## config.mk

```make
export PLATFORM = sky130hd
export DESIGN_NAME = host_mailbox_if
export DESIGN_NICKNAME = d
export VERILOG_FILES = /design/src/pkg/mbx_pkg.sv /design/src/byte_shift_mbx.sv /design/src/skid_buf2.sv /design/src/host_mailbox_if.sv
export VERILOG_INCLUDE_DIRS = /design/src /design/src/pkg
export SDC_FILE = /design/constraint.sdc
export NUM_CORES = 1
export LEC_CHECK = 0
export BUFFER_PORTS_ARGS = -buffer_cell sky130_fd_sc_hd__buf_2
export CORE_ASPECT_RATIO = 1.4
export CORE_MARGIN = 2
export CORE_UTILIZATION = 55
export CTS_BUF_LIST = sky130_fd_sc_hd__clkbuf_4 sky130_fd_sc_hd__clkbuf_8 sky130_fd_sc_hd__clkbuf_16
export DETAILED_ROUTE_END_ITERATION = 10
export PLACE_DENSITY = 0.9
export SYNTH_ARGS = -nofsm -noshare
export SYNTH_HDL_FRONTEND = slang
export SYNTH_SLANG_ARGS = --single-unit
```

## constraint.sdc

```tcl
create_clock -name i_clk -period 6.97 [get_ports i_clk]
set_input_delay 0.3485 -clock i_clk [delete_from_list [all_inputs] [get_ports i_clk]]
set_output_delay 0.3485 -clock i_clk [all_outputs]
set_load 0.05 [all_outputs]
```

## src/pkg/mbx_defs.svh

```systemverilog
/*
 Constants for the host mailbox and external bus interface: access-mode
 field positions, reset values and timing counts. Included by bare name.
*/
`ifndef MBX_DEFS_SVH
`define MBX_DEFS_SVH

// ----------------------------------------------------------------------
// Access-mode register fields
// ----------------------------------------------------------------------
`define AMR_W            7
`define AMR_SPEED_BIT    0
`define AMR_ROLE_BIT     1
`define AMR_CONCAT_BIT   2
`define AMR_STROBE_BIT   3
`define AMR_ACK_BIT      4
`define AMR_BA_BIT       5
`define AMR_MASK_BIT     6
`define AMR_RESET_VAL    7'h04

// ----------------------------------------------------------------------
// Mailbox and timing
// ----------------------------------------------------------------------
`define MBX_DEPTH        3
`define OWNER_DSP        1'b0
`define OWNER_HOST       1'b1
`define SLOW_CYCLES      2

`endif

```

## src/pkg/mbx_pkg.sv

```systemverilog
/*
 Types shared by the mailbox interface files.
 Assumes nothing beyond a SystemVerilog compiler.
*/
package mbx_pkg;
   typedef enum logic [1:0] {
      LB_IDLE,
      LB_ACT,
      LB_HOLD
   } lbus_state_t;
endpackage : mbx_pkg

```

## src/byte_shift_mbx.sv

```systemverilog
/*
 Three-byte shifting mailbox register. A push shifts a byte in at the tail,
 a pop shifts the head out. Assumes one clock and asynchronous reset.
*/
`include "mbx_defs.svh"
module byte_shift_mbx #(
   parameter int DEPTH = `MBX_DEPTH
) (
   // Clock and reset
   input  wire logic       i_clk,
   input  wire logic       i_rst,
   // Control
   input  wire logic       i_push,
   input  wire logic [7:0] i_byte,
   input  wire logic       i_pop,
   // Head byte
   output logic      [7:0] o_head
);
   logic [7:0] bytes_ff [DEPTH];

   // ---------------------------------------------------------------
   // Shift stages
   // ---------------------------------------------------------------
   genvar g;
   generate
      for (g = 0; g < DEPTH; g++) begin : g_stage
         always_ff @(posedge i_clk or posedge i_rst) begin
            if (i_rst) begin
               bytes_ff[g] <= 8'h00;
            end else if (i_push) begin
               if (g == DEPTH - 1) begin
                  bytes_ff[g] <= i_byte;
               end else begin
                  bytes_ff[g] <= bytes_ff[g + 1];
               end
            end else if (i_pop) begin
               // Head leaves, later bytes move forward
               if (g == DEPTH - 1) begin
                  bytes_ff[g] <= 8'h00;
               end else begin
                  bytes_ff[g] <= bytes_ff[g + 1];
               end
            end
         end
      end
   endgenerate

   assign o_head = bytes_ff[0];
endmodule : byte_shift_mbx

```

## src/skid_buf2.sv

```systemverilog
/*
 Two-entry buffer with valid/ready on both sides. Assumes one clock and
 asynchronous reset; the drain side may stall indefinitely.
*/
module skid_buf2 #(
   parameter int WIDTH = 8
) (
   // Clock and reset
   input  wire logic             i_clk,
   input  wire logic             i_rst,
   // Fill side
   input  wire logic             i_valid,
   input  wire logic [WIDTH-1:0] i_data,
   output logic                  o_ready,
   // Drain side
   output logic                  o_valid,
   output logic      [WIDTH-1:0] o_data,
   input  wire logic             i_ready
);
   logic [WIDTH-1:0] mem_ff [2];
   logic             wp_ff;
   logic             rp_ff;
   logic [1:0]       cnt_ff;
   logic             push;
   logic             pop;

   assign o_ready = (cnt_ff != 2'd2);
   assign o_valid = (cnt_ff != 2'd0);
   assign o_data  = mem_ff[rp_ff];
   assign push    = i_valid && o_ready;
   assign pop     = o_valid && i_ready;

   always_ff @(posedge i_clk) begin
      if (push) begin
         mem_ff[wp_ff] <= i_data;
      end
   end

   always_ff @(posedge i_clk or posedge i_rst) begin
      if (i_rst) begin
         wp_ff  <= 1'b0;
         rp_ff  <= 1'b0;
         cnt_ff <= 2'd0;
      end else begin
         if (push) begin
            wp_ff <= ~wp_ff;
         end
         if (pop) begin
            rp_ff <= ~rp_ff;
         end
         cnt_ff <= cnt_ff + {1'b0, push} - {1'b0, pop};
      end
   end
endmodule : skid_buf2

```

## src/host_mailbox_if.sv

```systemverilog
/*
 External interface of the signal processor: host-side system bus with
 mailbox and ownership handshake, and the local bus controller.
 Assumes host pins are synchronous to i_clk and the core issues at most
 one local access at a time and honours o_core_halt.
*/
`include "mbx_defs.svh"
// Contract
// - Pseudo-slave drives low 8 RAM address bits on system pins, top 4 locally.
// - Host stays off system bus while device addresses RAM, unless granted.
// - Strobe mode: data strobe times transfer, separate read/write line.
// - Pulse mode: separate read and write pulses control local data.
// - Slow exchange stretches each local access to two machine cycles.
// - Local data may split into two 8-bit halves chosen by top address bits.
// - Four local address bits, extended by eight system pins for RAM.
// - Ownership flag: 0 means DSP owns mailbox, 1 means host owns it.
// - Only DSP sets ownership flag, only host clears it.
// - Branch logic may test flag; setup instruction sets it to 1.
// - Handshake output goes low in the same cycle the flag is set; o_mailbox_owner_flag here rises one cycle after o_handshake_n falls.
// - On request handshake returns high; host gets bus; pseudo-slave halts.
// - Host access with select 0, register select 1 clears ownership flag.
// - Internal halt stops program after current instruction, runs no-operation.
// - While halted no addresses are driven on system pins.
// - Host-to-DSP mailbox: three bytes, host writes, core reads upper byte.
// - DSP-to-host mailbox: three bytes, core loads, host reads, shifts.
// - Access mode can enable a bus-available output.
// - Access-mode register is seven bits, loaded by setup or save, readable.
// - Bus role bit: 0 slave, 1 pseudo-slave using system pins.
// - Slow mode repeats the transfer instruction; real arithmetic mode only.
module host_mailbox_if #(
   parameter int MBX_BYTES = `MBX_DEPTH
) (
   // Clock and reset
   input  wire logic        i_clk,
   input  wire logic        i_rst,
   // Host system bus
   input  wire logic        i_chip_select_n,
   input  wire logic        i_register_select,
   input  wire logic        i_host_dir,
   input  wire logic        i_host_data_strobe_n,
   input  wire logic [7:0]  i_system_bus_pins,
   output logic      [7:0]  o_system_bus_pins,
   output logic             o_system_bus_oe_n,
   output logic             o_handshake_n,
   output logic             o_transfer_ack_n,
   output logic             o_bus_avail,
   // Core control
   input  wire logic        i_setup_instruction,
   input  wire logic        i_save_instruction,
   input  wire logic [6:0]  i_amr_data,
   input  wire logic        i_give_mailbox,
   input  wire logic        i_real_mode,
   input  wire logic        i_instr_done,
   output logic      [6:0]  o_access_mode_reg,
   output logic             o_mailbox_owner_flag,
   output logic             o_core_halt,
   output logic             o_repeat_instr,
   // Core mailbox data
   input  wire logic        i_mbx_rd,
   output logic      [7:0]  o_lbus_upper_byte,
   input  wire logic        i_mbx_wr,
   input  wire logic [7:0]  i_result_bus_upper_byte,
   // Core local access
   input  wire logic        i_acc_req,
   input  wire logic        i_acc_wr,
   input  wire logic [11:0] i_acc_addr,
   input  wire logic [15:0] i_acc_wdata,
   output logic             o_acc_busy,
   output logic             o_rd_valid,
   output logic      [15:0] o_rd_data,
   input  wire logic        i_rd_ready,
   // Local bus pins
   output logic      [3:0]  o_local_addr_pins,
   output logic      [15:0] o_local_data_pins,
   output logic      [1:0]  o_local_data_oe_n,
   input  wire logic [15:0] i_local_data_pins,
   output logic             o_local_data_strobe_n,
   output logic             o_local_rw,
   output logic             o_local_rd_n,
   output logic             o_local_wr_n
);
   // ---------------------------------------------------------------
   // Access mode
   // ---------------------------------------------------------------
   logic [6:0] amr_ff;
   logic       slow;
   logic       pseudo;
   logic       concat;
   logic       strobe_mode;

   always_ff @(posedge i_clk or posedge i_rst) begin
      if (i_rst) begin
         amr_ff <= `AMR_RESET_VAL;
      end else if (i_setup_instruction || i_save_instruction) begin
         amr_ff <= i_amr_data;
      end
   end

   // Slow exchange is honoured only in real arithmetic mode
   assign slow        = amr_ff[`AMR_SPEED_BIT] && i_real_mode;
   assign pseudo      = amr_ff[`AMR_ROLE_BIT];
   assign concat      = amr_ff[`AMR_CONCAT_BIT];
   assign strobe_mode = amr_ff[`AMR_STROBE_BIT];

   always_ff @(posedge i_clk or posedge i_rst) begin
      if (i_rst) begin
         o_access_mode_reg <= `AMR_RESET_VAL;
      end else begin
         o_access_mode_reg <= amr_ff;
      end
   end

   // ---------------------------------------------------------------
   // Host strobe decode
   // ---------------------------------------------------------------
   logic strobe_d_ff;
   logic host_acc;
   logic bus_req;
   logic release_bus;

   always_ff @(posedge i_clk or posedge i_rst) begin
      if (i_rst) begin
         strobe_d_ff <= 1'b1;
      end else begin
         strobe_d_ff <= i_host_data_strobe_n;
      end
   end

   // Act once on the falling strobe edge so a long strobe shifts one byte
   assign host_acc    = strobe_d_ff && !i_host_data_strobe_n && !i_chip_select_n;
   assign bus_req     = host_acc && !i_register_select && i_host_dir;
   assign release_bus = host_acc && i_register_select;

   // ---------------------------------------------------------------
   // Ownership flag, handshake and grant
   // ---------------------------------------------------------------
   logic owner_ff;
   logic grant_ff;
   logic set_owner;

   assign set_owner = i_setup_instruction && i_give_mailbox;

   always_ff @(posedge i_clk or posedge i_rst) begin
      if (i_rst) begin
         owner_ff <= `OWNER_DSP;
      end else if (set_owner) begin
         owner_ff <= `OWNER_HOST;
      end else if (release_bus) begin
         owner_ff <= `OWNER_DSP;
      end
   end

   always_ff @(posedge i_clk or posedge i_rst) begin
      if (i_rst) begin
         o_handshake_n <= 1'b1;
      end else if (set_owner) begin
         o_handshake_n <= 1'b0;
      end else if (bus_req) begin
         o_handshake_n <= 1'b1;
      end
   end

   always_ff @(posedge i_clk or posedge i_rst) begin
      if (i_rst) begin
         grant_ff <= 1'b0;
      end else if (bus_req && owner_ff == `OWNER_HOST) begin
         grant_ff <= 1'b1;
      end else if (release_bus) begin
         grant_ff <= 1'b0;
      end
   end

   always_ff @(posedge i_clk or posedge i_rst) begin
      if (i_rst) begin
         o_mailbox_owner_flag <= `OWNER_DSP;
      end else begin
         o_mailbox_owner_flag <= owner_ff;
      end
   end

   // ---------------------------------------------------------------
   // Internal halt
   // ---------------------------------------------------------------
   logic halt_ff;

   // Halt takes effect at an instruction boundary; core then runs no-operation
   always_ff @(posedge i_clk or posedge i_rst) begin
      if (i_rst) begin
         halt_ff <= 1'b0;
      end else if (grant_ff && pseudo && i_instr_done) begin
         halt_ff <= 1'b1;
      end else if (!grant_ff) begin
         halt_ff <= 1'b0;
      end
   end

   always_ff @(posedge i_clk or posedge i_rst) begin
      if (i_rst) begin
         o_core_halt <= 1'b0;
      end else begin
         o_core_halt <= halt_ff;
      end
   end

   // ---------------------------------------------------------------
   // Mailboxes
   // ---------------------------------------------------------------
   logic [7:0] in_head;
   logic [7:0] out_head;

   byte_shift_mbx #(
      .DEPTH (MBX_BYTES)
   ) u_host_to_dsp_mailbox (
      .i_clk  (i_clk),
      .i_rst  (i_rst),
      .i_push (host_acc && !i_register_select && !i_host_dir),
      .i_byte (i_system_bus_pins),
      .i_pop  (i_mbx_rd),
      .o_head (in_head)
   );

   byte_shift_mbx #(
      .DEPTH (MBX_BYTES)
   ) u_dsp_to_host_mailbox (
      .i_clk  (i_clk),
      .i_rst  (i_rst),
      .i_push (i_mbx_wr),
      .i_byte (i_result_bus_upper_byte),
      .i_pop  (bus_req && owner_ff),
      .o_head (out_head)
   );

   always_ff @(posedge i_clk or posedge i_rst) begin
      if (i_rst) begin
         o_lbus_upper_byte <= 8'h00;
      end else begin
         o_lbus_upper_byte <= in_head;
      end
   end

   // ---------------------------------------------------------------
   // Local bus controller
   // ---------------------------------------------------------------
   mbx_pkg::lbus_state_t st_ff;
   logic [11:0]          addr_ff;
   logic [15:0]          wdata_ff;
   logic                 wr_ff;
   logic                 buf_ready;
   logic                 cap_ff;
   logic [15:0]          cap_data_ff;
   logic                 buf_valid;
   logic [15:0]          buf_data;
   logic [15:0]          rd_mask;

   // Read data cannot be stored while the buffer is full, so accesses wait
   always_ff @(posedge i_clk or posedge i_rst) begin
      if (i_rst) begin
         st_ff <= mbx_pkg::LB_IDLE;
      end else begin
         case (st_ff)
            mbx_pkg::LB_IDLE: begin
               if (i_acc_req && buf_ready && !halt_ff) begin
                  st_ff <= mbx_pkg::LB_ACT;
               end
            end
            mbx_pkg::LB_ACT: begin
               st_ff <= slow ? mbx_pkg::LB_HOLD : mbx_pkg::LB_IDLE;
            end
            mbx_pkg::LB_HOLD: begin
               st_ff <= mbx_pkg::LB_IDLE;
            end
            default: begin
               st_ff <= mbx_pkg::LB_IDLE;
            end
         endcase
      end
   end

   always_ff @(posedge i_clk or posedge i_rst) begin
      if (i_rst) begin
         addr_ff  <= 12'h000;
         wdata_ff <= 16'h0000;
         wr_ff    <= 1'b0;
      end else if (st_ff == mbx_pkg::LB_IDLE && i_acc_req) begin
         addr_ff  <= i_acc_addr;
         wdata_ff <= i_acc_wdata;
         wr_ff    <= i_acc_wr;
      end
   end

   logic active;
   logic last;
   assign active = (st_ff == mbx_pkg::LB_IDLE) && i_acc_req && buf_ready && !halt_ff;
   assign last   = (st_ff == mbx_pkg::LB_ACT && !slow) || st_ff == mbx_pkg::LB_HOLD;

   always_ff @(posedge i_clk or posedge i_rst) begin
      if (i_rst) begin
         o_local_data_strobe_n <= 1'b1;
         o_local_rw            <= 1'b1;
         o_local_rd_n          <= 1'b1;
         o_local_wr_n          <= 1'b1;
         o_local_addr_pins     <= 4'h0;
         o_local_data_pins     <= 16'h0000;
         o_local_data_oe_n     <= 2'b11;
         o_acc_busy            <= 1'b0;
         o_repeat_instr        <= 1'b0;
      end else if (active || (st_ff == mbx_pkg::LB_ACT && slow)) begin
         o_local_addr_pins <= active ? i_acc_addr[11:8] : addr_ff[11:8];
         o_local_data_pins <= active ? i_acc_wdata : wdata_ff;
         if (strobe_mode) begin
            o_local_data_strobe_n <= 1'b0;
            o_local_rw            <= active ? !i_acc_wr : !wr_ff;
         end else begin
            o_local_rd_n <= active ? i_acc_wr : wr_ff;
            o_local_wr_n <= active ? !i_acc_wr : !wr_ff;
         end
         // Split bus: upper address bits pick the half that is driven
         if (active ? i_acc_wr : wr_ff) begin
            if (concat) begin
               o_local_data_oe_n <= 2'b00;
            end else begin
               o_local_data_oe_n <= (active ? i_acc_addr[11] : addr_ff[11])
                                    ? 2'b01 : 2'b10;
            end
         end
         o_acc_busy     <= 1'b1;
         o_repeat_instr <= slow;
      end else begin
         o_local_data_strobe_n <= 1'b1;
         o_local_rw            <= 1'b1;
         o_local_rd_n          <= 1'b1;
         o_local_wr_n          <= 1'b1;
         o_local_data_oe_n     <= 2'b11;
         o_acc_busy            <= 1'b0;
         o_repeat_instr        <= 1'b0;
      end
   end

   // Capture read data at the end of the access window
   always_ff @(posedge i_clk or posedge i_rst) begin
      if (i_rst) begin
         cap_ff      <= 1'b0;
         cap_data_ff <= 16'h0000;
      end else begin
         cap_ff      <= last && !wr_ff;
         cap_data_ff <= i_local_data_pins & rd_mask;
      end
   end

   assign rd_mask = concat ? 16'hffff : (addr_ff[11] ? 16'hff00 : 16'h00ff);

   skid_buf2 #(
      .WIDTH (16)
   ) u_rd_buf (
      .i_clk   (i_clk),
      .i_rst   (i_rst),
      .i_valid (cap_ff),
      .i_data  (cap_data_ff),
      .o_ready (buf_ready),
      .o_valid (buf_valid),
      .o_data  (buf_data),
      .i_ready (i_rd_ready || !o_rd_valid)
   );

   always_ff @(posedge i_clk or posedge i_rst) begin
      if (i_rst) begin
         o_rd_valid <= 1'b0;
         o_rd_data  <= 16'h0000;
      end else if (!o_rd_valid || i_rd_ready) begin
         o_rd_valid <= buf_valid;
         o_rd_data  <= buf_data;
      end
   end

   // ---------------------------------------------------------------
   // System bus pins
   // ---------------------------------------------------------------
   logic addr_on_sys;

   // System pins carry RAM address only in pseudo-slave, not granted, not halted
   assign addr_on_sys = pseudo && !grant_ff && !halt_ff;

   always_ff @(posedge i_clk or posedge i_rst) begin
      if (i_rst) begin
         o_system_bus_pins <= 8'h00;
         o_system_bus_oe_n <= 1'b1;
         o_transfer_ack_n  <= 1'b1;
         o_bus_avail       <= 1'b1;
      end else begin
         if (addr_on_sys && (active || st_ff != mbx_pkg::LB_IDLE)) begin
            o_system_bus_pins <= active ? i_acc_addr[7:0] : addr_ff[7:0];
            o_system_bus_oe_n <= 1'b0;
         end else if (!i_chip_select_n && !i_register_select && i_host_dir
                      && !i_host_data_strobe_n) begin
            o_system_bus_pins <= host_acc ? out_head : o_system_bus_pins;
            o_system_bus_oe_n <= 1'b0;
         end else begin
            o_system_bus_oe_n <= 1'b1;
         end
         o_transfer_ack_n <= !(amr_ff[`AMR_ACK_BIT] && host_acc);
         o_bus_avail      <= !amr_ff[`AMR_BA_BIT] ? !addr_on_sys : 1'b1;
      end
   end
endmodule : host_mailbox_if

```

* Yosys cells after proc, flatten, opt, wreduce, memory -nomap -nowiden
Memories as Yosys holds them, arrays and structs flattened. A register that Yosys moved wholly into a read port is not among the register bits.
Index checks and enable logic that the tools add are counted.
W data, S select, Z words.
** Operators by class
- Reductions and logical operators :: 56
- Add/subtract/negate cells :: 2
- Bitwise operators :: 3
- Equal/unequal tests :: 8
- Mux-type cells :: 52
** Operator list (number)
- $mux W8 :: 16
- $mux W16 :: 3
- $logic_and A1 B1 Y1 :: 28
- $mux W1 :: 25
- $reduce_bool A2 Y1 :: 9
- $and A16 B16 Y16 :: 1
- $logic_not A1 Y1 :: 12
- $mux W2 :: 6
- $ne A2 B2 Y1 const B :: 4
- $logic_or A1 B1 Y1 :: 5
- $mux W4 :: 1
- $ne A2 B1 Y1 const B :: 2
- $pmux W2 S2 :: 1
- $add A2 B1 Y2 :: 1
- $eq A2 B1 Y1 const B :: 1
- $eq A2 B2 Y1 const B :: 1
- $logic_not A2 Y1 :: 1
- $not A1 Y1 :: 2
- $reduce_and A2 Y1 :: 1
- $sub A2 B1 Y2 :: 1
** Word-level totals
- Output and inout bits :: 74
- Memories kept :: 1
- Bits in registers :: 169
- Bits in writable memories :: 32
- Input port bits :: 83
- Logic and storage cells :: 161
** Memories
- u_rd_buf.mem_ff :: words 2, bits a word 16, read ports 1, clocked after memory_dff 1, wr ports 1, line skid_buf2.sv:20 : logic [WIDTH-1:0] mem_ff [2];

* Longest topological paths before layout
Gate-level depths: netlist of the first run.
- Depth after elaboration :: 9
- Depth in mapped cells :: 8
- Depth with buffers taken out :: 7

* Modules after synthesis
From an unflattened synthesis of the first run, not the netlist that was laid out.
** Unflattened totals
- Cells, all modules :: 591
- Area, all modules :: 8567.0 um2
** Modules (own cells, without submodules)
- host_mailbox_if :: sequential area each 3344.5 um2, cells an instance 375, instances 1, area an instance 5161.2 um2
- byte_shift_mbx :: sequential area each 600.6 um2, cells an instance 74, instances 2, area an instance 1019.7 um2
- skid_buf2 :: sequential area each 1061.0 um2, cells an instance 68, instances 1, area an instance 1366.3 um2

* Worst setup path after synthesis of the first run
No wires, ideal clock.
- Path type :: register to register
- From :: register o_rd_valid
- To :: register u_rd_buf.cnt_ff[1]
- Setup time :: 123 ps
- Arrival :: 1792 ps
- Path slack :: 5055 ps
- Period minus slack after synthesis :: 1915 ps
- Data required time :: 6847 ps
- Cell stages (with the launch flop) :: 9
- Path buffers :: 1
- Cell sequence :: dfrtp_1 > nor2b_1 > buf_1 > nor2_1 > ha_1 > inv_1 > ha_1 > xnor2_1 > xnor2_1
** On the way
- Cells in the longest elaborated chain, start to end :: 4
** Ends and longest elaborated chain
- start, declared :: line host_mailbox_if.sv:69 : output logic o_rd_valid,
- start signal, assigned :: line host_mailbox_if.sv:370 : o_rd_valid <= buf_valid;
- $logic_not A1 Y1 :: line host_mailbox_if.sv:362 : .i_ready (i_rd_ready || !o_rd_valid)
- $logic_or A1 B1 Y1 :: line host_mailbox_if.sv:362
- $logic_and A1 B1 Y1 :: line skid_buf2.sv:31 : assign pop = o_valid && i_ready;
- net u_rd_buf.pop :: line skid_buf2.sv:25 : logic pop;
- $sub A2 B1 Y2 :: line skid_buf2.sv:51 : cnt_ff <= cnt_ff + {1'b0, push} - {1'b0, pop};
- end signal, assigned :: line skid_buf2.sv:51
- end, declared :: line skid_buf2.sv:23 : logic [1:0] cnt_ff;
The timed path passes the listed nets, and every way through them passes these cells.
A chain may end at the register's enable or synchronous reset.

* Worst setup path after layout of the first run
- From :: register st_ff[1]
- To :: register o_local_data_pins[12]
** On the way
- Cells in the longest elaborated chain, start to end :: 5
- Elaborated cells between the ends (all ways) :: 8
- Those cells by class :: eq/ne: 1; mux: 1; reduce/logical: 6
** Ends and longest elaborated chain
- start, declared :: line host_mailbox_if.sv:244 : mbx_pkg::lbus_state_t st_ff;
- start signal, assigned :: line host_mailbox_if.sv:258 : st_ff <= mbx_pkg::LB_IDLE;
- start signal, assigned :: line host_mailbox_if.sv:263 : st_ff <= mbx_pkg::LB_ACT;
- start signal, assigned :: line host_mailbox_if.sv:267 : st_ff <= slow ? mbx_pkg::LB_HOLD : mbx_pkg::LB_IDLE;
- $logic_not A2 Y1 :: line host_mailbox_if.sv:293 : assign active = (st_ff == mbx_pkg::LB_IDLE) && i_acc_req && buf_ready && !halt_ff;
- $logic_and A1 B1 Y1 (3 in a row) :: line host_mailbox_if.sv:293
- $mux W16 / $logic_or A1 B1 Y1 (equally long branches) :: line host_mailbox_if.sv:309, host_mailbox_if.sv:307
- end signal, assigned :: line host_mailbox_if.sv:309 : o_local_data_pins <= active ? i_acc_wdata : wdata_ff;
- end, declared :: line host_mailbox_if.sv:74 : output logic [15:0] o_local_data_pins,
Parallel ways exist; a longest one is shown, timed or not.

==> run metrics, run 1 <==
outcome=completed; number of synthesized flops with an enable pin=32; Worst Min Path Start=i_setup_instruction; Final Hold Fails=0; Post-Layout Cell Count=968; synth top area cells=dfrtp_1, edfxtp_1, mux2_2; CP max stage cell=nand4b_1; Avg WL per Cell=16.82 µm; sequential share of power=42.2%; Mapped Cells=606; register area=5607 µm²; post-synthesis mux area share=11.62%; P_sw=1.549 mW; flops & latches, synth=217; hold buffers post-CTS=3; Layout Skew=10.80 ps; Max Cap Viol=0; Boundary Pins=157; r2r setup slk=4340 ps; Util after Layout=67.87%; nets=848; antenna-violating nets left=0; Sink Count=217; largest net degree at the start of global routing=67; Crit path max-delay family=simple AND/OR/NAND/NOR gates; final worst path period need=2634 ps; Int Power=2.686 mW; largest family of logic cells by synthesized area=multiplexers; CTS resizes=0; met3 Use GR=5.024%; Port Buffers=156; GPL Wtd Cong=0.7989; CP arrival=3040 ps; post-synth top area cell=dfrtp_1; top-count cell post-synth=dfrtp_1; post-synthesis xor/xnor area fraction=0.4252%; first-pass GRT wire length=26.41 mm; Via Count=5,166; Simple-Gate Fraction of Synth Area=10.02%; M2 GR Usage=35.70%; placed insts=926; slew margin rel.=24.32%; R2R depth=4; Avg Cell Area, Syn=13.60 µm²; Main synth FF type=dfrtp_1; fin. max-slew vios=0; die area=15,990 µm²; Initial Utilization=56.53%; crit path kind=reg2reg; DP HPWL=11.22 mm; clock buffer count from CTS=21; share of layout cells above drive strength 1=36.73%; Hold EP=o_handshake_n; die height=148.8 µm; Synth cell types=42; PwrDens=428.1 nW/µm²; Post-Synth Adder-Cell Area=0.3037%; Net Sw Frac=36.58%; total nets after synthesis=691; RSZ-0062 raised after global routing=false; Worst Path Required=7380 ps; Finish-stage setup viols=0; Area Overhead vs Synth=20.06%; max reg flops=32; First-pass DRT Iterations=5; grt peak-use layer=met2; All-Layer GR Usage=20.95%; area of the multi-input gates=2459 µm²; largest reg by FF count=u_rd_buf.mem_ff; initial antenna violation count=3; final worst path period share=37.79%; worst-path cell chain=nand4b_1 > inv_1 > nand2_1 > a31oi_1; clk slew on worst S/H paths=70 ps; sequential share of the synthesized area=68.05%; core area=14,570 µm²; H-tree depth=1; maximum vdd drop=0.3696 mV; Clk pwr share=26.7%; Tot Pwr=4.235 mW; WL final=16.28 mm; commonest cells in the netlist=dfrtp_1, mux2_2, nand2_1, edfxtp_1, nor2_1; Cell Area, Synth=8239 µm²; met1 global-route usage=25.77%; Async SR Flop Fraction=85.25%; top cell type's share of synthesized area=52.24%; Hold Crit Class=in2reg; Comb power frac=31.1%; worst-skew pair later-pin latency=480 ps; hold depth=2; CTS tree=built; Largest stage delay, worst path=900 ps; fmax=379.6 MHz; row count=52; drt drc=0; crit end category=register; Congestion Overflow GR=0; vias in the first global route=5,290; Root Buffer=clkbuf_16; RR Startpoint=st_ff[1]; Buf/Inv on CP=1; Static Leakage=4.533 nW; compound-gate portion of the synthesized area=7.441%; Ys Warns=0; crit start category=register; measured slew at the worst slew-check pin=1135 ps; postcts setup bufs=0; CP max FO=22; Via density=5.337; DRT iter0 DRCs=216; reg2reg end=o_local_data_pins[12]; Die X=107.4 µm; clock tree buffer depth=3; number of filler cells placed in the layout=1,068; final setup TNS=0 ps
[how the worst max path moves through the flow]
stage	startpoint	end	slack, ps	depth (start not counted)
after floorplan	i_rst	addr_ff[0]	1610	1
after global placement	st_ff[1]	o_local_data_pins[7]	4530	4
after detailed placement	st_ff[1]	o_local_data_pins[0]	4370	4
after CTS	st_ff[1]	o_local_data_pins[12]	4330	4
after global routing	st_ff[1]	o_local_data_pins[12]	4110	4
final	st_ff[1]	o_local_data_pins[12]	4340	4
[power by group through the flow]
stage                     Clock (mW)  Combinational, mW  Sequential [mW]
after floorplan                    0              0.523             2.28
after global placement             0               1.28             1.80
after detailed placement           0               1.32             1.81
after CTS                       1.15               1.33             1.79
after global routing            1.20               1.41             1.83
final                           1.13               1.32             1.79
[logic make-up (layout without fill, tap and decap cells)]
logic type,Yosys count,count (layout)
DFF,217,217
buffers and inverters,37,207
other,0,3
muxes,87,87
AOI/OAI and AO/OA,93,93
xor gates and xnor gates,4,4
adders and majority gates,2,2
and+or+nand+nor,166,166
[layer usage]
layer / up-vias / wire length [µm]
li1: 2448 / -
met1: 2523 / 6233
met2: 148 / 8488
met3: 47 / 1030
met4: 0 / 531
met5: - / 0
[layout make-up]
| cell class | instances | area share, % |
|---|---|---|
| flip-flops and latches | 217 | 56.68 |
| multi-input cells | 352 | 24.85 |
| repair buffers | 164 | 8.576 |
| clock buffers | 33 | 6.704 |
| well taps | 189 | 2.391 |
| clock inverters | 3 | 0.4048 |
| inverters | 7 | 0.3162 |
| diodes | 3 | 0.07589 |
[layout by cell type, fill, tap and decap left out, drive strengths merged, types with 16 or more instances in the layout]
cell and n:
dfrtp 172, buf 161, mux2 69, nand2 66
clkbuf 33, edfxtp 32, nor2 30, o21ai 27
a31oi 20, mux2i 18, a21oi 16
[metrics by stage]
stage / hold WS (ps) / area [µm²] / worst slack [ps]
finish: 41.14 / 9892 / 4336
global placement: 359.5 / 9151 / 4528
floorplan: 348.6 / 8239 / 1614
detailed placement: 358.8 / 9151 / 4366
global route: 41.64 / 9889 / 4108
CTS: 21.14 / 9884 / 4330
(Power assumes the default switching activity.)
==> run 2: changes to the inputs <==
CORE_UTILIZATION = 50   (was 55)
PLACE_DENSITY = 0.87   (was 0.9)
clock period = 2.21 ns   (was 6.97 ns; I/O delays follow)
==> run metrics, run 2 (synthesized netlist as in run 1, its figures left out) <==
Area Overhead vs Synth=33.01% (was 20.06%); Avg WL per Cell=17.39 µm (was 16.82 µm); Worst Path Required=2580 ps (was 7380 ps); clock buffer count from CTS=21 (unchanged); die height=155.9 µm (was 148.8 µm); clock tree buffer depth=3 (unchanged); Finish-stage setup viols=0 (unchanged); hold depth=4 (was 2); clk slew on worst S/H paths=60 ps (was 70 ps); Initial Utilization=50.95% (was 56.53%); DP HPWL=11.69 mm (was 11.22 mm); H-tree depth=1 (unchanged); RSZ-0062 raised after global routing=false (unchanged); max reg flops=32 (unchanged); number of filler cells placed in the layout=1,077 (was 1,068); All-Layer GR Usage=21.47% (was 20.95%); fmax=474.1 MHz (was 379.6 MHz); slew margin rel.=40.86% (was 24.32%); Final Cell Area=10,960 µm² (was 9892 µm²); PwrDens=1245 nW/µm² (was 428.1 nW/µm²); Via density=5.212 (was 5.337); CP arrival=2480 ps (was 3040 ps); met1 global-route usage=25.72% (was 25.77%); Die X=112.5 µm (was 107.4 µm); R2R depth=5 (was 4); die area=17,540 µm² (was 15,990 µm²); final worst path period need=2109 ps (was 2634 ps); largest net degree at the start of global routing=40 (was 67); outcome=completed (unchanged); M2 GR Usage=38.21% (was 35.70%); Post-Layout Cell Count=1,078 (was 968); commonest non-fill, non-tap cells in the layout=dfrtp_1, buf_2, dlygate4sd3_1 (was dfrtp_1, buf_2, mux2_2); Layout Skew=17.40 ps (was 10.80 ps); crit path kind=reg2reg (unchanged); worst-skew pair later-pin latency=490 ps (was 480 ps); Congestion Overflow GR=0 (unchanged); commonest non-fill, non-tap cell in the layout=dfrtp_1 (unchanged); CTS tree=built (unchanged); Cell Area, Placed=9360 µm² (was 9151 µm²); Sink Count=217 (unchanged); maximum vdd drop=1.140 mV (was 0.3696 mV); met3 Use GR=2.991% (was 5.024%); Util after Layout=67.77% (was 67.87%); fin. max-slew vios=0 (unchanged); First-pass DRT Iterations=4 (was 5); Hold Crit Class=in2reg (unchanged); Max Cap Viol=0 (unchanged); share of layout cells above drive strength 1=34.81% (was 36.73%); CP max FO=16 (was 22); Via Count=5,618 (was 5,166); Root Buffer=clkbuf_16 (unchanged); grt peak-use layer=met2 (unchanged); initial antenna violation count=0 (was 3); DRT iter0 DRCs=245 (was 216); vias in the first global route=5,905 (was 5,290); largest reg by FF count=u_rd_buf.mem_ff (unchanged); WL final=18.75 mm (was 16.28 mm); hold_ws=96.52 ps (was 41.14 ps); placed insts=954 (was 926); postcts setup bufs=0 (unchanged); Boundary Pins=157 (unchanged); measured slew at the worst slew-check pin=887.1 ps (was 1135 ps); Port Buffers=156 (unchanged); crit end category=register (unchanged); final worst path period share=95.44% (was 37.79%); antenna-violating nets left=0 (unchanged); drt drc=0 (unchanged); first-pass GRT wire length=29.90 mm (was 26.41 mm); Static Leakage=5.020 nW (was 4.533 nW); nets=950 (was 848); core area=16,170 µm² (was 14,570 µm²); crit start category=register (unchanged); ant diodes=0 (was 3); row count=55 (was 52); GPL Wtd Cong=0.8533 (was 0.7989); Final Hold Fails=0 (unchanged)
[run 2: critical path, cell delays in order, from the launching register on]
cell and delay, ps:
dfstp_2 540, nor4b_4 260, nor2b_2 250, buf_4 220
o21ai_0 130, dlygate4sd3_1 590
[run 2: area by class of cell]
class	count	area, µm²	share of cell area [%]
multi-input cells	352	2476	22.59
well taps	199	249.0	2.272
clock inverters	4	57.56	0.5252
clock buffers	33	653.1	5.960
flip-flops and latches	217	5607	51.16
repair buffers	266	1887	17.22
inverters	7	30.03	0.2740
[run 2: per-stage QoR]
| step | setup slack (ps) | TNS [ps] | total power [mW] |
|---|---|---|---|
| after CTS | 41.27 | 0 | 13.71 |
| final | 100.7 | 0 | 13.65 |
| after global routing | 8.392 | 0 | 14.27 |
| after detailed placement | 378.6 | 0 | 9.921 |
| after global placement | 415.8 | 0 | 9.791 |
| after floorplan | -268.4 | -46170 | 8.839 |
[run 2: what timing repair did]
action                                 CTS  global route
resized for setup                        0             3
endpoints found under the hold margin  111             0
hold buffers                            87             0
setup endpoints to repair                0             9
[run 2: where the power goes]
group	leakage (nW)	internal, mW	total (mW)	switching [mW]
registers	2.53	5.05	5.63	0.573
clock network	0.354	2.16	3.62	1.46
logic	2.13	1.40	4.40	3.00
total	5.02	8.61	13.6	5.03
[run 2: worst paths after layout]
path	from	end	slack [ps]
setup / recovery	strobe_d_ff	u_host_to_dsp_mailbox.bytes_ff[6]	100
hold / removal	i_rd_ready	u_rd_buf.rp_ff	100
setup reg to reg	strobe_d_ff	u_host_to_dsp_mailbox.bytes_ff[6]	100
hold reg to reg	u_host_to_dsp_mailbox.o_head[4]	o_lbus_upper_byte[4]	380
max in group asynchronous	i_rst	amr_ff[2]	1190
min in group asynchronous	i_rst	o_access_mode_reg[3]	320
[run 2: layer usage]
layer | share of wire [%] | routed length (µm)
met1 | 39 | 7236
met2 | 53 | 9854
met3 | 4.0 | 753
met4 | 4.8 | 903
met5 | 0 | 0
==> run 3: changes to the inputs <==
CELL_PAD_IN_SITES_DETAIL_PLACEMENT = 1   (was default)
CELL_PAD_IN_SITES_GLOBAL_PLACEMENT = 2   (was default)
CORE_UTILIZATION = 34   (was 50)
GPL_ROUTABILITY_DRIVEN = 0   (was default)
==> run metrics, run 3 (synthesized netlist as in run 1, its figures left out) <==
share of layout cells above drive strength 1=34.45% (was 34.81%); Boundary Pins=157 (unchanged); Hold Crit Class=in2reg (unchanged); final worst path period need=2160 ps (was 2109 ps); core area=23,890 µm² (was 16,170 µm²); Via density=4.716 (was 5.212); measured slew at the worst slew-check pin=1161 ps (was 887.1 ps); register area=5607 µm² (unchanged); CTS tree=built (unchanged); commonest non-fill, non-tap cells in the layout=dfrtp_1, buf_2, dlygate4sd3_1 (unchanged); clk slew on worst S/H paths=60 ps (about the same); die height=188.2 µm (was 155.9 µm); CP max FO=10 (was 16); nets=937 (was 950); P_sw=5.182 mW (was 5.032 mW); Sink Count=217 (unchanged); initial antenna violation count=0 (unchanged); Worst Path Required=2650 ps (was 2580 ps); CP arrival=2600 ps (was 2480 ps); first-pass GRT wire length=32.76 mm (was 29.90 mm); Via Count=5,555 (was 5,618); Largest stage delay, worst path=600 ps (was 590 ps); Final Hold Fails=0 (unchanged); DP HPWL=13.05 mm (was 11.69 mm); clock tree buffer depth=3 (unchanged); Net Sw Frac=36.10% (was 36.87%); crit start category=register (unchanged); Static Leakage=4.980 nW (was 5.020 nW); number of filler cells placed in the layout=2,524 (was 1,077); fin. max-slew vios=0 (unchanged); sequential share of power=38.8% (was 41.2%); Area Overhead vs Synth=34.37% (was 33.01%); maximum vdd drop=0.9476 mV (was 1.140 mV); Int Power=9.171 mW (was 8.615 mW); Initial Utilization=34.49% (was 50.95%); Congestion Overflow GR=0 (unchanged); worst-path cell chain=nor4b_1 > and2_1 > buf_4 > nor2_1 > a21oi_1 > dlygate4sd3_1 (was nor4b_4 > nor2b_2 > buf_4 > o21ai_0 > dlygate4sd3_1); area of the multi-input gates=2464 µm² (was 2476 µm²); DRT iter0 DRCs=123 (was 245); Max Cap Viol=0 (unchanged); fmax=463.0 MHz (was 474.1 MHz); Finish-stage setup viols=0 (unchanged); Clk pwr share=30.1% (was 26.5%); largest net degree at the start of global routing=64 (was 40); final worst path period share=97.73% (was 95.44%); slew margin rel.=22.62% (was 40.86%); worst-skew pair later-pin latency=510 ps (was 490 ps); Comb power frac=31.1% (was 32.2%); Layout Skew=16.81 ps (was 17.40 ps); crit path kind=reg2reg (unchanged); outcome=completed (unchanged); row count=67 (was 55); All-Layer GR Usage=16.14% (was 21.47%); Die X=135.6 µm (was 112.5 µm); Port Buffers=156 (unchanged); largest reg by FF count=u_rd_buf.mem_ff (unchanged); H-tree depth=1 (unchanged); hold_ws=19.46 ps (was 96.52 ps); ant diodes=0 (unchanged); r2r setup slk=50 ps (was 100 ps); crit end category=register (unchanged); vias in the first global route=6,271 (was 5,905); Avg WL per Cell=16.91 µm (was 17.39 µm); clock buffer count from CTS=23 (was 21); CP max stage cell=dlygate4sd3_1 (unchanged); WL final=19.92 mm (was 18.75 mm); Root Buffer=clkbuf_16 (unchanged); drt drc=0 (unchanged); commonest non-fill, non-tap cell in the layout=dfrtp_1 (unchanged); max reg flops=32 (unchanged); die area=25,510 µm² (was 17,540 µm²); RSZ-0062 raised after global routing=true (was false); First-pass DRT Iterations=4 (unchanged); PwrDens=1297 nW/µm² (was 1245 nW/µm²); Util after Layout=46.34% (was 67.77%); postcts setup bufs=0 (unchanged); antenna-violating nets left=0 (unchanged)
[run 3: power by group through the flow]
stage / registers, mW / clock network, mW / logic [mW]
5_1_grt: 5.69 / 4.62 / 4.82
3_3_place_gp: 5.59 / 0 / 4.30
4_1_cts: 5.58 / 4.45 / 4.52
2_1_floorplan: 7.19 / 0 / 1.65
6_report: 5.56 / 4.32 / 4.47
3_5_place_dp: 5.65 / 0 / 4.39
[run 3: cell type report]
class | count | area share (%)
sequential | 217 | 50.64
clock inverter | 15 | 2.091
timing repair buffer | 251 | 15.62
multi-input combinational | 352 | 22.25
tap | 310 | 3.504
inverter | 7 | 0.2712
clock buffer | 26 | 5.617
[run 3: what timing repair did]
| item | 4_1_cts | 5_1_grt |
|---|---|---|
| endpoints found under the hold margin | 276 | 0 |
| setup endpoints to repair | 0 | 15 |
| hold buffers | 79 | 0 |
| resized for setup | 0 | 0 |
[run 3: final timing paths]
path | start | endpoint | depth (start not counted)
min | i_mbx_rd | u_host_to_dsp_mailbox.bytes_ff[4] | 3
max reg2reg | strobe_d_ff | o_handshake_n | 6
max in group asynchronous | i_rst | o_local_rd_n | 4
max | strobe_d_ff | o_handshake_n | 6
min in group asynchronous | i_rst | u_rd_buf.rp_ff | 3
min reg2reg | u_host_to_dsp_mailbox.o_head[1] | o_lbus_upper_byte[1] | 0
[run 3: per-stage QoR]
stage / power (mW) / worst slack (ps) / TNS, ps / instance area, µm² / std cells
2_1_floorplan: 8.839 / -268.4 / -46170 / 8243 / 606
3_3_place_gp: 9.881 / 74.24 / 0 / 9427 / 1058
3_5_place_dp: 10.04 / 49.68 / 0 / 9427 / 1058
4_1_cts: 14.55 / 50.91 / 0 / 11070 / 1178
5_1_grt: 15.13 / -21.21 / -168.3 / 11070 / 1178
6_report: 14.35 / 50.15 / 0 / 11070 / 1178
[run 3: worst max-delay path, delay by kind of cell (launching register included)]
kind | cells | cell delay, ps
AO/OA/AOI/OAI | 1 | 150
buffers and inverters | 2 | 810
flip-flops | 1 | 520
AND/OR/NAND/NOR | 3 | 620
[run 3: routing by layer]
| metal | vias to the layer above | track usage, % | share of wire (%) |
|---|---|---|---|
| li1 | 2617 | - | - |
| met1 | 2786 | 18.58 | 39 |
| met2 | 122 | 29.49 | 53 |
| met3 | 30 | 3.578 | 5.0 |
| met4 | 0 | 5.048 | 2.3 |
| met5 | - | 0 | 0 |
